### src/design/pbs_pkg.sv
// Package for the PHY basic status register block.
// Assumes a management read port where the register address arrives
// with a one-cycle read strobe on the same clock.
package pbs_pkg;
	localparam logic [4:0]  PBS_ADDR        = 5'h01;
	localparam int          PBS_WIDTH       = 16;
	localparam int          PBS_ADDR_W      = 5;
	// Field positions
	localparam int          PBS_B_T4        = 15;
	localparam int          PBS_B_TX_FD     = 14;
	localparam int          PBS_B_TX_HD     = 13;
	localparam int          PBS_B_10_FD     = 12;
	localparam int          PBS_B_10_HD     = 11;
	localparam int          PBS_B_PRE_SUP   = 6;
	localparam int          PBS_B_AN_DONE   = 5;
	localparam int          PBS_B_RFAULT    = 4;
	localparam int          PBS_B_AN_ABLE   = 3;
	localparam int          PBS_B_LINK      = 2;
	localparam int          PBS_B_JABBER    = 1;
	localparam int          PBS_B_EXT       = 0;
	// Partner ability remote fault bit position
	localparam int          PBS_B_PA_FAULT  = 13;
	// Constant part of the status word, latched bits zero
	localparam logic [15:0] PBS_FIXED       = 16'h7849;
	// Reset values of the latched flags
	localparam logic        PBS_RST_RFAULT  = 1'b0;
	localparam logic        PBS_RST_LINK    = 1'b0;
	localparam logic        PBS_RST_JABBER  = 1'b0;
	localparam logic        PBS_RST_PRE_SUP = 1'b1;
endpackage

### src/design/pbs_sync_if.sv
// Interface carrying the synchronised event levels to the latch logic.
// Assumes both sides run on the management clock.
`timescale 1ns/10ps
`default_nettype none
interface pbs_sync_if;
	logic link_ok;
	logic fault;
	logic jabber;
	logic an_done;
	modport src (output link_ok, output fault, output jabber, output an_done);
	modport dst (input link_ok, input fault, input jabber, input an_done);
endinterface
`default_nettype wire

### src/design/pbs_sync.sv
// Two-flop synchronisers for the PHY condition inputs.
// Assumes the conditions come from logic in other clock domains.
`timescale 1ns/10ps
`default_nettype none
module pbs_sync (
	input  wire logic clock,
	input  wire logic nrst,
	input  wire logic link_ok_in,
	input  wire logic fault_in,
	input  wire logic jabber_in,
	input  wire logic an_done_in,
	pbs_sync_if.src   out
);
	logic [3:0] meta_reg;
	logic [3:0] sync_reg;

	// First stage is read only by the second stage
	always_ff @(posedge clock or negedge nrst) begin
		if (!nrst) begin
			meta_reg <= 4'h0;
			sync_reg <= 4'h0;
		end else begin
			meta_reg <= {an_done_in, jabber_in, fault_in, link_ok_in};
			sync_reg <= meta_reg;
		end
	end

	assign out.link_ok = sync_reg[0];
	assign out.fault   = sync_reg[1];
	assign out.jabber  = sync_reg[2];
	assign out.an_done = sync_reg[3];
endmodule
`default_nettype wire

### src/design/pbs_status.sv
// PHY basic status register: fixed capabilities plus latched flags.
// Assumes the management frame engine issues rd_stb for one cycle with
// rd_addr, and that writes never reach this read-only register.
//
// Function
// Bit 15 always reads 0, four-pair operation unsupported; writes ignored.
// Bit 14 always reads 1, 100 Mbps full duplex supported.
// Bit 13 always reads 1, 100 Mbps half duplex supported.
// Bit 12 always reads 1, 10 Mbps full duplex supported.
// Bit 11 always reads 1, 10 Mbps half duplex supported.
// Bits 10 to 7 read zero; written values discarded.
// Bit 6 reads 1 after reset; preamble-less frames accepted.
// Bit 5 set when auto-negotiation finished, else 0.
// Bit 4 latches high on remote fault until read or reset.
// Remote fault follows partner ability remote fault bit 13.
// Bit 3 always reads 1, auto-negotiation able.
// Bit 2 reports valid link at 10 or 100; reset value 0.
// Link bit latches low on failure until read, despite recovery.
// Bit 1 latches high on jabber until read or reset.
// Jabber flagged only at 10 Mbps, never at 100 Mbps.
// Bit 0 always reads 1, extended registers implemented.
// Read returns latched value, then releases; persisting condition relatches.
`timescale 1ns/10ps
`default_nettype none
module pbs_status #(
	parameter int ADDR_W = pbs_pkg::PBS_ADDR_W
) (
	input  wire logic               clock,
	input  wire logic               nrst,
	input  wire logic               rd_stb,
	input  wire logic [ADDR_W-1:0]  rd_addr,
	input  wire logic               link_ok_in,
	input  wire logic [15:0]        partner_ability_register,
	input  wire logic               jabber_in,
	input  wire logic               speed_100,
	input  wire logic               an_done_in,
	output logic [15:0]             rd_data,
	output logic                    rd_valid,
	output logic                    partner_fault_flag,
	output logic                    link_status
);
	pbs_sync_if sy ();

	logic rfault_reg;
	logic link_reg;
	logic jabber_reg;
	logic an_done_reg;
	logic hit;
	logic jab_event;
	logic speed_meta_reg;
	logic speed_sync_reg;
	logic [15:0] word;

	// Condition levels cross into the management clock here
	pbs_sync u_sync (
		.clock      (clock),
		.nrst       (nrst),
		.link_ok_in (link_ok_in),
		.fault_in   (partner_ability_register[pbs_pkg::PBS_B_PA_FAULT]),
		.jabber_in  (jabber_in),
		.an_done_in (an_done_in),
		.out        (sy)
	);

	// Speed gets the same two-flop depth as jabber, so the gate lines up
	// and never reads an unsynchronised pin.
	always_ff @(posedge clock or negedge nrst) begin
		if (!nrst) begin
			speed_meta_reg <= 1'b0;
			speed_sync_reg <= 1'b0;
		end else begin
			speed_meta_reg <= speed_100;
			speed_sync_reg <= speed_meta_reg;
		end
	end

	assign hit       = rd_stb && (rd_addr == ADDR_W'(pbs_pkg::PBS_ADDR));
	// jabber speed gate
	assign jab_event = sy.jabber & ~speed_sync_reg;

	// partner fault source
	// remote fault latch
	// release after read
	// An event in the read cycle wins so a fault is never lost.
	always_ff @(posedge clock or negedge nrst) begin
		if (!nrst) begin
			rfault_reg <= pbs_pkg::PBS_RST_RFAULT;
		end else if (sy.fault) begin
			rfault_reg <= 1'b1;
		end else if (hit) begin
			rfault_reg <= 1'b0;
		end
	end

	// link latching low
	// link status reporting
	// A failure in the read cycle wins; a read reloads the live state.
	always_ff @(posedge clock or negedge nrst) begin
		if (!nrst) begin
			link_reg <= pbs_pkg::PBS_RST_LINK;
		end else if (!sy.link_ok) begin
			link_reg <= 1'b0;
		end else if (hit) begin
			link_reg <= 1'b1;
		end
	end

	// jabber latch high
	// release after read
	always_ff @(posedge clock or negedge nrst) begin
		if (!nrst) begin
			jabber_reg <= pbs_pkg::PBS_RST_JABBER;
		end else if (jab_event) begin
			jabber_reg <= 1'b1;
		end else if (hit) begin
			jabber_reg <= 1'b0;
		end
	end

	// negotiation complete level
	always_ff @(posedge clock or negedge nrst) begin
		if (!nrst) begin
			an_done_reg <= 1'b0;
		end else begin
			an_done_reg <= sy.an_done;
		end
	end

	// Assemble the word from fixed bits and the live latches
	// T4 reads zero
	// TX full duplex
	// TX half duplex
	// ten full duplex
	// ten half duplex
	// reserved read zero
	// preamble suppression one
	// negotiation ability one
	// extended capability one
	always_comb begin
		word = pbs_pkg::PBS_FIXED;
		word[pbs_pkg::PBS_B_PRE_SUP] = pbs_pkg::PBS_RST_PRE_SUP;
		word[pbs_pkg::PBS_B_AN_DONE] = an_done_reg;
		word[pbs_pkg::PBS_B_RFAULT]  = rfault_reg;
		word[pbs_pkg::PBS_B_LINK]    = link_reg;
		word[pbs_pkg::PBS_B_JABBER]  = jabber_reg;
	end

	// latched value returned
	// Data is captured from the pre-release latches on the strobe edge.
	always_ff @(posedge clock or negedge nrst) begin
		if (!nrst) begin
			rd_data  <= 16'h0000;
			rd_valid <= 1'b0;
		end else begin
			rd_valid <= hit;
			if (hit) begin
				rd_data <= word;
			end
		end
	end

	// Flag copies for the rest of the PHY
	always_ff @(posedge clock or negedge nrst) begin
		if (!nrst) begin
			partner_fault_flag <= 1'b0;
			link_status        <= 1'b0;
		end else begin
			partner_fault_flag <= rfault_reg;
			link_status        <= link_reg;
		end
	end
endmodule
`default_nettype wire

### config.mk
export PLATFORM = sky130hd
export DESIGN_NAME = pbs_status
export DESIGN_NICKNAME = d
export VERILOG_FILES = /design/src/design/pbs_pkg.sv /design/src/design/pbs_sync_if.sv /design/src/design/pbs_sync.sv /design/src/design/pbs_status.sv
export SDC_FILE = /design/constraint.sdc
export NUM_CORES = 1
export LEC_CHECK = 0
export ABC_AREA = 1
export BUFFER_PORTS_ARGS = -buffer_cell sky130_fd_sc_hd__buf_2
export CAP_MARGIN = 10
export CORE_UTILIZATION = 45
export DETAILED_ROUTE_END_ITERATION = 7
export PLACE_DENSITY = 0.9
export SLEW_MARGIN = 25
export SYNTH_ARGS = -nofsm -noshare
export SYNTH_HDL_FRONTEND = slang
export SYNTH_HIERARCHICAL = 1
export SYNTH_SLANG_ARGS = --single-unit
### constraint.sdc
create_clock -name clock -period 1.6 [get_ports clock]
set_input_delay 0.16 -clock clock [delete_from_list [all_inputs] [get_ports clock]]
set_output_delay 0.16 -clock clock [all_outputs]
set_load 0.005 [all_outputs]
==> key figures, run 1 <==
Critical path
  • Max FO, Critical Path: 8
  • CP peak stage delay: around 0.44 ns
  • CP Data Required Time: roughly 1.4 ns
  • CP cell instances: buf_2
  • Worst Path Class, Setup: reg2out
  • R2R depth: 2
  • Worst path depth: 1
  • Startpoint Class: flop
  • CP max-delay cell: dfrtp_1
  • Crit. End Element: output pin
  • CP bufs+invs: 1
  • Family with the most delay on the worst path: flip-flops
  • Worst EP arrival: between 0.8 and 0.9 ns

CTS
  • CTS root buf: clkbuf_4
  • Worst-Skew Late Latency: 0.30 ns
  • Clock H-tree levels: 1
  • # resized after CTS: 0
  • CTS Buf Count: 3
  • Max Buffers Root-to-Sink: 2
  • CTS sink cnt: 22
  • Clk pin slew, worst setup/hold paths: 0.11 ns
  • CTS tree: yes

Detailed routing
  • Final wirelength: ~1100 um
  • Routed len/inst: 8.98 um
  • Via Count: just over 500
  • Remaining DRCs: 0
  • Drt pass-1 iters: 4
  • Antenna-violating nets left: 0
  • DRT iter0 DRCs: 1
  • Via density: between 4 and 5

GRT
  • Vias in the first global route: a little under 500
  • Initial antenna violation count: 0
  • Total gr overflow: 0
  • Largest net degree at the start of global routing: 23
  • First-pass GRT wire length: approximately 1800 um
  • GRT Overall Usage: 0.132

Layout
  • Largest register FFs: 5
  • Layout Nets: 127
  • Commonest non-fill, non-tap cell in the layout: buf_2
  • # diodes: 0
  • Share of layout cells above drive strength 1: 0.378
  • Commonest non-fill, non-tap cells in the layout: buf_2 (26), dfrtp_1 (22), nand2_1 (15), inv_1 (9), dlygate4sd3_1 (6)
  • Synth-to-Final Area Change: 23.3%

Synth
  • Ys Warns: 6
  • Netlist cell types: 11
  • Sequential area share after synthesis: 0.678
  • Avg Inst Size Synth: 11.8 um^2
  • Seq cells post-synth: 22
  • Post-synth design cell area: slightly above 800 um^2
  • Syn Inst Count: 69

Power and ir drop
  • Max VDD drop: around 0.00074 V
  • Leakage: 0.000534 uW
  • Power Dens Cells: ~990 mW/mm^2

Placed design
  • I/O Buffers: 26
  • GPL Wtd Cong: approximately 0.8
  • Detail Placement HPWL: 769 um

Timing
  • RSZ-0062 raised after global routing: false
  • Period utilisation layout: 0.653
  • Min cycle time layout: between 1 and 1.5 ns
  • Fmax: 0.958 GHz
  • Worst hold slack: about 0.17 ns
  • Final number of hold-violating endpoints: 0
  • Clock skew: approximately 0.0043 ns
  • Final setup viols: 0
  • Setup TNS: 0 ns
  • Pins Over Slew Limit: 0

Run status
  • Status: completed

Die
  • Die Wd: approximately 44 um
  • Die Footprint: just under 0.002 mm^2
  • Die height: about 44 um
  • # rows: 14
  • Core Region: 0.00159 mm^2
  • IO Pins: between 40 and 50
  • Initial Util: 0.509

Worst hold path
  • Hold Path Cell Cnt: 4
  • Type of the most critical hold path: in2reg

Run
  • Max cap viols: 0
## routing by layer
metal / up-vias / share of wire / track usage
li1: 245 / - / -
met1: 239 / 0.35 / 0.111
met2: 31 / 0.56 / 0.259
met3: 4 / 0.064 / 0.0245
met4: 0 / 0.021 / 0.109
met5: - / 0 / 0
## kinds of logic (layout without fill, tap and decap cells)
family	after synthesis	count (layout)	share of synthesized area
DFF	22	22	0.678
AOI/OAI and AO/OA	1	1	0.0108
buffers and inverters	21	46	0.148
and+or+nand+nor	24	24	0.159
other	1	5	0.00462
## Yosys cell counts
master   count  area share
a21oi_2      1       0.011
nor2_4       2       0.028
buf_4       11        0.10
nand3_4      1       0.022
inv_1        9       0.042
dfrtp_1     22        0.68
nand3_1      4       0.025
nor2_2       2       0.015
inv_2        1      0.0046
conb_1       1      0.0046
nand2_1     15       0.069
## layout make-up
class	count	area [um^2]
Sequential cell	22	551
Tap cell	24	30.0
Clock buffer	4	36.3
Timing Repair Buffer	32	190
Inverter	10	37.5
Multi-Input combinational cell	30	156
Fill cell	138	593
## report_power, final
group          switching (uW)  internal, uW
registers                13.0           589
clock network             153           139
logic                    48.8          44.4
## worst paths after layout
kind | from | to | slack (ns)
min in group asynchronous | nrst | rd_data[2] | 0.33
worst min register to register | u_sync/meta_reg[2] | u_sync/sync_reg[2] | 0.36
worst max register to register | rd_data[3] | rd_data[3] | 0.93
worst min-delay path | rd_addr[1] | rd_data[1] | 0.17
worst max-delay path | rd_data[3] | rd_data[14] | 0.56
max in group asynchronous | nrst | u_sync/sync_reg[0] | 0.95
## through the flow
step / utilization / total power (uW) / worst slack [ns] / instances / instance area (um^2)
after floorplan: - / 655 / 0.858 / 73 / 827
after global placement: 0.568 / 689 / 0.759 / 112 / 905
after detailed placement: 0.568 / 696 / 0.740 / 112 / 905
after CTS: 0.628 / 1000 / 0.528 / 122 / 1000
after global routing: 0.628 / 1030 / 0.494 / 122 / 1000
final: 0.628 / 987 / 0.556 / 122 / 1000
## repair_timing
item,4_1_cts,5_1_grt
hold endpoints to repair,27,0
hold buffers,6,0
setup endpoints to repair,0,0
setup buffers,0,0
## worst min-delay path: stages
cell	delay (ns)
buf_2	0.11
nor2_4	0.05
nand3_1	0.07
nand2_1	0.04
Note: power is estimated with default switching activity, not from simulation.
==> run 2: changes to the inputs <==
Settings changed: CORE_UTILIZATION 45 to 41, PLACE_DENSITY 0.9 to 0.84.
Clock period 1.6 ns to 0.97 ns, I/O delays scaled along.
==> key figures, run 2 (synthesis gave the netlist of run 1 again) <==
Detailed routing
  • Antenna-violating nets left: 0
  • Via Count: 500
  • DRT iter0 DRCs: 1
  • Remaining DRCs: 0
  • Final wirelength: between 1000 and 1500 um
  • Via density: 4.10
  • Routed len/inst: a little over 9 um
  • Drt pass-1 iters: 4

Placed design
  • # placed instances: ~110
  • Detail Placement HPWL: between 800 and 900 um
  • Area after DPL: ~910 um^2
  • I/O Buffers: 26
  • GPL Wtd Cong: around 0.75

Die
  • Die Footprint: 0.00216 mm^2
  • Die Wd: between 40 and 50 um
  • # rows: 15
  • IO Pins: 47
  • Initial Util: 0.455
  • Die height: between 40 and 50 um
  • Core Region: 0.00178 mm^2

Critical path
  • Crit. End Element: output pin
  • Worst Path Class, Setup: reg2out
  • CP cell instances: buf_2
  • CP Data Required Time: ~0.87 ns
  • CP peak stage delay: between 0.4 and 0.5 ns
  • Startpoint Class: flop
  • CP max-delay cell: dfrtp_2
  • CP bufs+invs: 1
  • Worst EP arrival: between 0.8 and 0.9 ns
  • Max FO, Critical Path: 8
  • Family with the most delay on the worst path: flip-flops

Run status
  • Status: finished with violations
  • Violated checks: setup timing

GRT
  • GRT busiest layer: met2
  • Initial antenna violation count: 0
  • M2 GR Usage: 0.236
  • First-pass GRT wire length: 1770 um
  • GR met3 Demand/Resource: 0.0353
  • Largest net degree at the start of global routing: 23
  • GRT Overall Usage: 0.122
  • GR Util met1: 0.115
  • Vias in the first global route: around 470
  • Total gr overflow: 0

Layout
  • Largest register FFs: 5
  • # diodes: 0
  • Commonest non-fill, non-tap cells in the layout: buf_2 (26), dfrtp_1 (21), nand2_1 (15), inv_1 (9), dlygate4sd3_1 (6)
  • Number of fill cells in the layout: 167
  • Layout Nets: about 130
  • Synth-to-Final Area Change: 21.9%
  • Fin cells: roughly 120
  • Commonest non-fill, non-tap cell in the layout: buf_2
  • Share of layout cells above drive strength 1: 0.381
  • Final Cell Area: approximately 1000 um^2

CTS
  • CTS tree: yes
  • Max Buffers Root-to-Sink: 2
  • Clock H-tree levels: 1
  • CTS root buf: clkbuf_4
  • Clk pin slew, worst setup/hold paths: between 0.1 and 0.15 ns
  • CTS Buf Count: 3
  • CTS sink cnt: 22
  • Worst-Skew Late Latency: 0.29 ns

Timing
  • Period utilisation layout: 1.01
  • Setup ws final: -0.00718 ns
  • Worst hold slack: 0.108 ns
  • Final setup viols: 7
  • RSZ-0062 raised after global routing: true
  • Pins Over Slew Limit: 0
  • Clock skew: ~0.0026 ns
  • Final number of hold-violating endpoints: 0
  • Min cycle time layout: roughly 0.98 ns
  • Fmax: 1.02 GHz

Power and ir drop
  • Power Dens Cells: 1540 mW/mm^2
  • Max VDD drop: 0.00105 V
  • Leakage: approximately 0.00053 uW

Worst hold path
  • Type of the most critical hold path: in2reg

Run
  • Max cap viols: 0
## run 2: changes by cell type in the layout (fill, tap and decap cells not counted)
cell / previous run / this run
dfrtp_1: 22 / 21
clkbuf_8: 1 / 0
dfrtp_2: 0 / 1
## run 2: layout make-up
type	count	area [um^2]	area share
timing repair buffer	32	190	0.192
multi-input combinational	30	156	0.158
clock buffer	3	22.5	0.0228
sequential	22	552	0.558
inverter	10	37.5	0.0379
tap	25	31.3	0.0316
## run 2: final timing paths
check	slack (ns)	depth (start not counted)	to	start
worst max-delay path	-0.007	1	rd_data[3]	rd_data[3]
worst min-delay path	0.11	4	rd_data[5]	rd_addr[1]
worst max register to register	0.30	2	rd_data[3]	rd_data[3]
worst min register to register	0.36	0	an_done_reg	u_sync/sync_reg[3]
max in group asynchronous	0.35	2	rd_data[3]	nrst
min in group asynchronous	0.27	2	u_sync/sync_reg[0]	nrst
## run 2: metal layers
layer / part of all wire / vias up
met1: 0.38 / 230
met4: 0 / 0
met3: 0.060 / 0
met5: 0 / -
met2: 0.56 / 24
li1: - / 246
## run 2: what timing repair did
item | in CTS | in global routing
endpoints found under the setup margin | 7 | 7
resized for setup | 0 | 1
hold endpoints to repair | 27 | 0
hold buffers | 6 | 0
buffers inserted | 0 | 0
gates cloned | 0 | 0
pin swaps | 0 | 0
## run 2: metrics by stage
step	TNS (ns)	total power, uW	util	worst slack [ns]
floorplan	0	1080	-	0.291
global placement	0	1140	0.508	0.188
detailed placement	0	1150	0.508	0.160
CTS	-0.230	1550	0.554	-0.0378
global route	-0.415	1600	0.555	-0.0646
finish	-0.0311	1530	0.555	-0.00718
## run 2: tightest hold or removal path, stage by stage
cell and delay [ns]:
buf_2 0.10, nor2_4 0.05, nand3_1 0.07, nand2_1 0.04
## run 2: where the power goes
part	internal, uW	switching, uW	total, uW
sequential	971	20.0	991
combinational	73.4	80.4	154
clock	144	238	383
total	1190	339	1530
==> run 3: changes to the inputs <==
Settings changed: ABC_AREA 1 to 0, CORE_UTILIZATION 41 to 44, PLACE_DENSITY 0.84 to 0.89.
Clock period 0.97 ns to 1.2 ns, I/O delays scaled along.
==> key figures, run 3 <==
GRT
  • Initial antenna violation count: 0
  • GRT Overall Usage: 0.123
  • Vias in the first global route: 355
  • First-pass GRT wire length: between 1500 and 2000 um
  • Largest net degree at the start of global routing: 23
  • Total gr overflow: 0

Run
  • Max cap viols: 0

CTS
  • CTS root buf: clkbuf_4
  • CTS tree: yes
  • Clk pin slew, worst setup/hold paths: roughly 0.11 ns
  • Clock H-tree levels: 1
  • CTS sink cnt: 22
  • Post-CTS setup buffer count: 0
  • Max Buffers Root-to-Sink: 2
  • Worst-Skew Late Latency: approximately 0.3 ns
  • CTS Buf Count: 3

Die
  • Die Footprint: a little under 0.002 mm^2
  • # rows: 14
  • Die height: approximately 44 um
  • Initial Util: 0.493
  • IO Pins: 47
  • Die Wd: roughly 44 um
  • Core Region: 0.00159 mm^2

Layout
  • Largest register FFs: 5
  • Number of fill cells in the layout: around 130
  • Layout Nets: roughly 110
  • Synth-to-Final Area Change: 24.0%
  • Commonest non-fill, non-tap cells in the layout: buf_2 (26), dfrtp_1 (22), dlygate4sd3_1 (6), conb_1 (5), mux2_4 (4)
  • Core Util, Final: 0.611
  • # diodes: 0
  • Fin cells: 100
  • Commonest non-fill, non-tap cell in the layout: buf_2
  • Share of layout cells above drive strength 1: 0.500

Critical path
  • CP max-delay cell: dfrtp_1
  • Max FO, Critical Path: 8
  • CP Data Required Time: roughly 1.1 ns
  • Family with the most delay on the worst path: flip-flops
  • CP cell instances: buf_2
  • Worst EP arrival: 0.88 ns
  • Crit. End Element: output pin
  • CP bufs+invs: 1
  • Startpoint Class: flop
  • Worst Path Class, Setup: reg2out
  • CP peak stage delay: between 0.4 and 0.5 ns

Placed design
  • Detail Placement HPWL: 628 um
  • GPL Wtd Cong: approximately 0.67
  • # placed instances: 90
  • Place WS: -0.00963 ns
  • I/O Buffers: 26

Synth
  • Share of the synthesized area in the top cell type: 0.701
  • Sequential area share after synthesis: 0.701
  • Ys Warns: 6
  • Main synth FF type: dfrtp_1
  • Post-synth design cell area: about 800 um^2
  • Syn Inst Count: 47
  • Ys async rst share: 1.00
  • Number of flops mapped to enable cells by yosys: 0
  • Most common cell in the netlist: dfrtp_1
  • Synth area leaders: dfrtp_1 (70%), buf_4 (11%), mux2_4 (7.6%)
  • Netlist cell types: 11
  • Area leader, netlist: dfrtp_1
  • Seq cells post-synth: 22
  • Commonest cells in the synthesized netlist: dfrtp_1 (22), buf_4 (11), mux2_4 (4), inv_1 (3)
  • Avg Inst Size Synth: ~17 um^2

Timing
  • Final setup viols: 0
  • Min cycle time layout: approximately 1 ns
  • Pins Over Slew Limit: 0
  • RSZ-0062 raised after global routing: false
  • Final number of hold-violating endpoints: 0
  • Period utilisation layout: 0.835
  • Setup ws final: between 0.15 and 0.2 ns
  • Fmax: roughly 1 GHz
  • Clock skew: between 0.002 and 0.003 ns
  • Setup TNS: 0 ns

Detailed routing
  • Via Count: roughly 430
  • Via density: approximately 4.3
  • Antenna-violating nets left: 0
  • Remaining DRCs: 5
  • Final wirelength: between 900 and 1000 um
  • Routed len/inst: 9.22 um
  • DRT iter0 DRCs: 7
  • Drt pass-1 iters: 6

Run status
  • Violated checks: DRC
  • Status: finished with violations

Power and ir drop
  • Comb pwr share: 0.132
  • Sw Share: 0.215
  • Part of the power in registers: 0.590
  • Leakage: 0.000524 uW
  • Sw Pwr: around 300 uW
  • Internal power: 1090 uW
  • Power Dens Cells: around 1400 mW/mm^2
  • Max VDD drop: between 0.001 and 0.0015 V
  • Clock power share: 0.277

Worst hold path
  • Type of the most critical hold path: in2reg
-- run 3: cell count changes after synthesis, moves of 2 or more --
cell / before / now
nand2_1: 15 / 0
inv_1: 9 / 3
mux2_4: 0 / 4
nand3_1: 4 / 0
nor2_2: 2 / 0
nor2_4: 2 / 0
-- run 3: worst paths after layout --
| check | from | endpoint | slack [ns] | depth (start not counted) |
|---|---|---|---|---|
| worst max register to register | link_reg | rd_data[2] | 0.42 | 1 |
| max in group asynchronous | nrst | rfault_reg | 0.58 | 2 |
| worst min register to register | u_sync/sync_reg[3] | an_done_reg | 0.36 | 0 |
| worst min-delay path | rd_addr[0] | rd_valid | 0.16 | 3 |
| min in group asynchronous | nrst | link_status | 0.30 | 2 |
| worst max-delay path | rd_data[3] | rd_data[12] | 0.20 | 1 |
-- run 3: cells by family (layout without fill, tap and decap cells) --
family / count (synthesis) / in the layout / share of synthesized area
AO/OA/AOI/OAI: 3 / 3 / 0.0334
buffers and inverters: 14 / 39 / 0.119
flip-flops: 22 / 22 / 0.701
multiplexers: 4 / 4 / 0.0764
other: 1 / 5 / 0.00477
AND/OR/NAND/NOR: 3 / 3 / 0.0653
-- run 3: worst min-delay path: stages --
cell and delay, ns:
buf_2 0.11, nand3b_4 0.14, inv_1 0.05
-- run 3: power by group through the flow --
stage	Combinational (uW)	Clock, uW	Sequential, uW
after floorplan	129	0	838
after global placement	167	0	832
after detailed placement	170	0	836
after CTS	185	407	821
after global routing	203	452	830
final	184	385	819
-- run 3: stage by stage --
| stage | total power, uW | hold WS [ns] | instance area [um^2] |
|---|---|---|---|
| floorplan | 967 | -0.176 | 801 |
| global placement | 999 | 0.0832 | 878 |
| detailed placement | 1010 | 0.0987 | 878 |
| CTS | 1410 | 0.147 | 975 |
| global route | 1480 | 0.139 | 975 |
| finish | 1390 | 0.157 | 975 |
-- run 3: metal layers --
| layer | wire length (um) | global-route usage | up-vias |
|---|---|---|---|
| met2 | 410 | 0.165 | 31 |
| met4 | 16 | 0.0909 | 0 |
| li1 | - | - | 191 |
| met3 | 101 | 0.0612 | 2 |
| met5 | 0 | 0 | - |
| met1 | 394 | 0.152 | 209 |
-- run 3: cell type report --
class / count / area, um^2 / share of cell area
Sequential cell: 22 / 551 / 0.565
Timing Repair Buffer: 32 / 190 / 0.195
Multi-Input combinational cell: 15 / 156 / 0.160
Clock buffer: 4 / 36.3 / 0.0372
Tap cell: 24 / 30.0 / 0.0308
Inverter: 3 / 11.3 / 0.0116
-- run 3: repair_timing --
item                       CTS  global route
hold buffers                 6             0
hold endpoints to repair    27             0
gates resized for setup      0             0
setup endpoints to repair    0             0
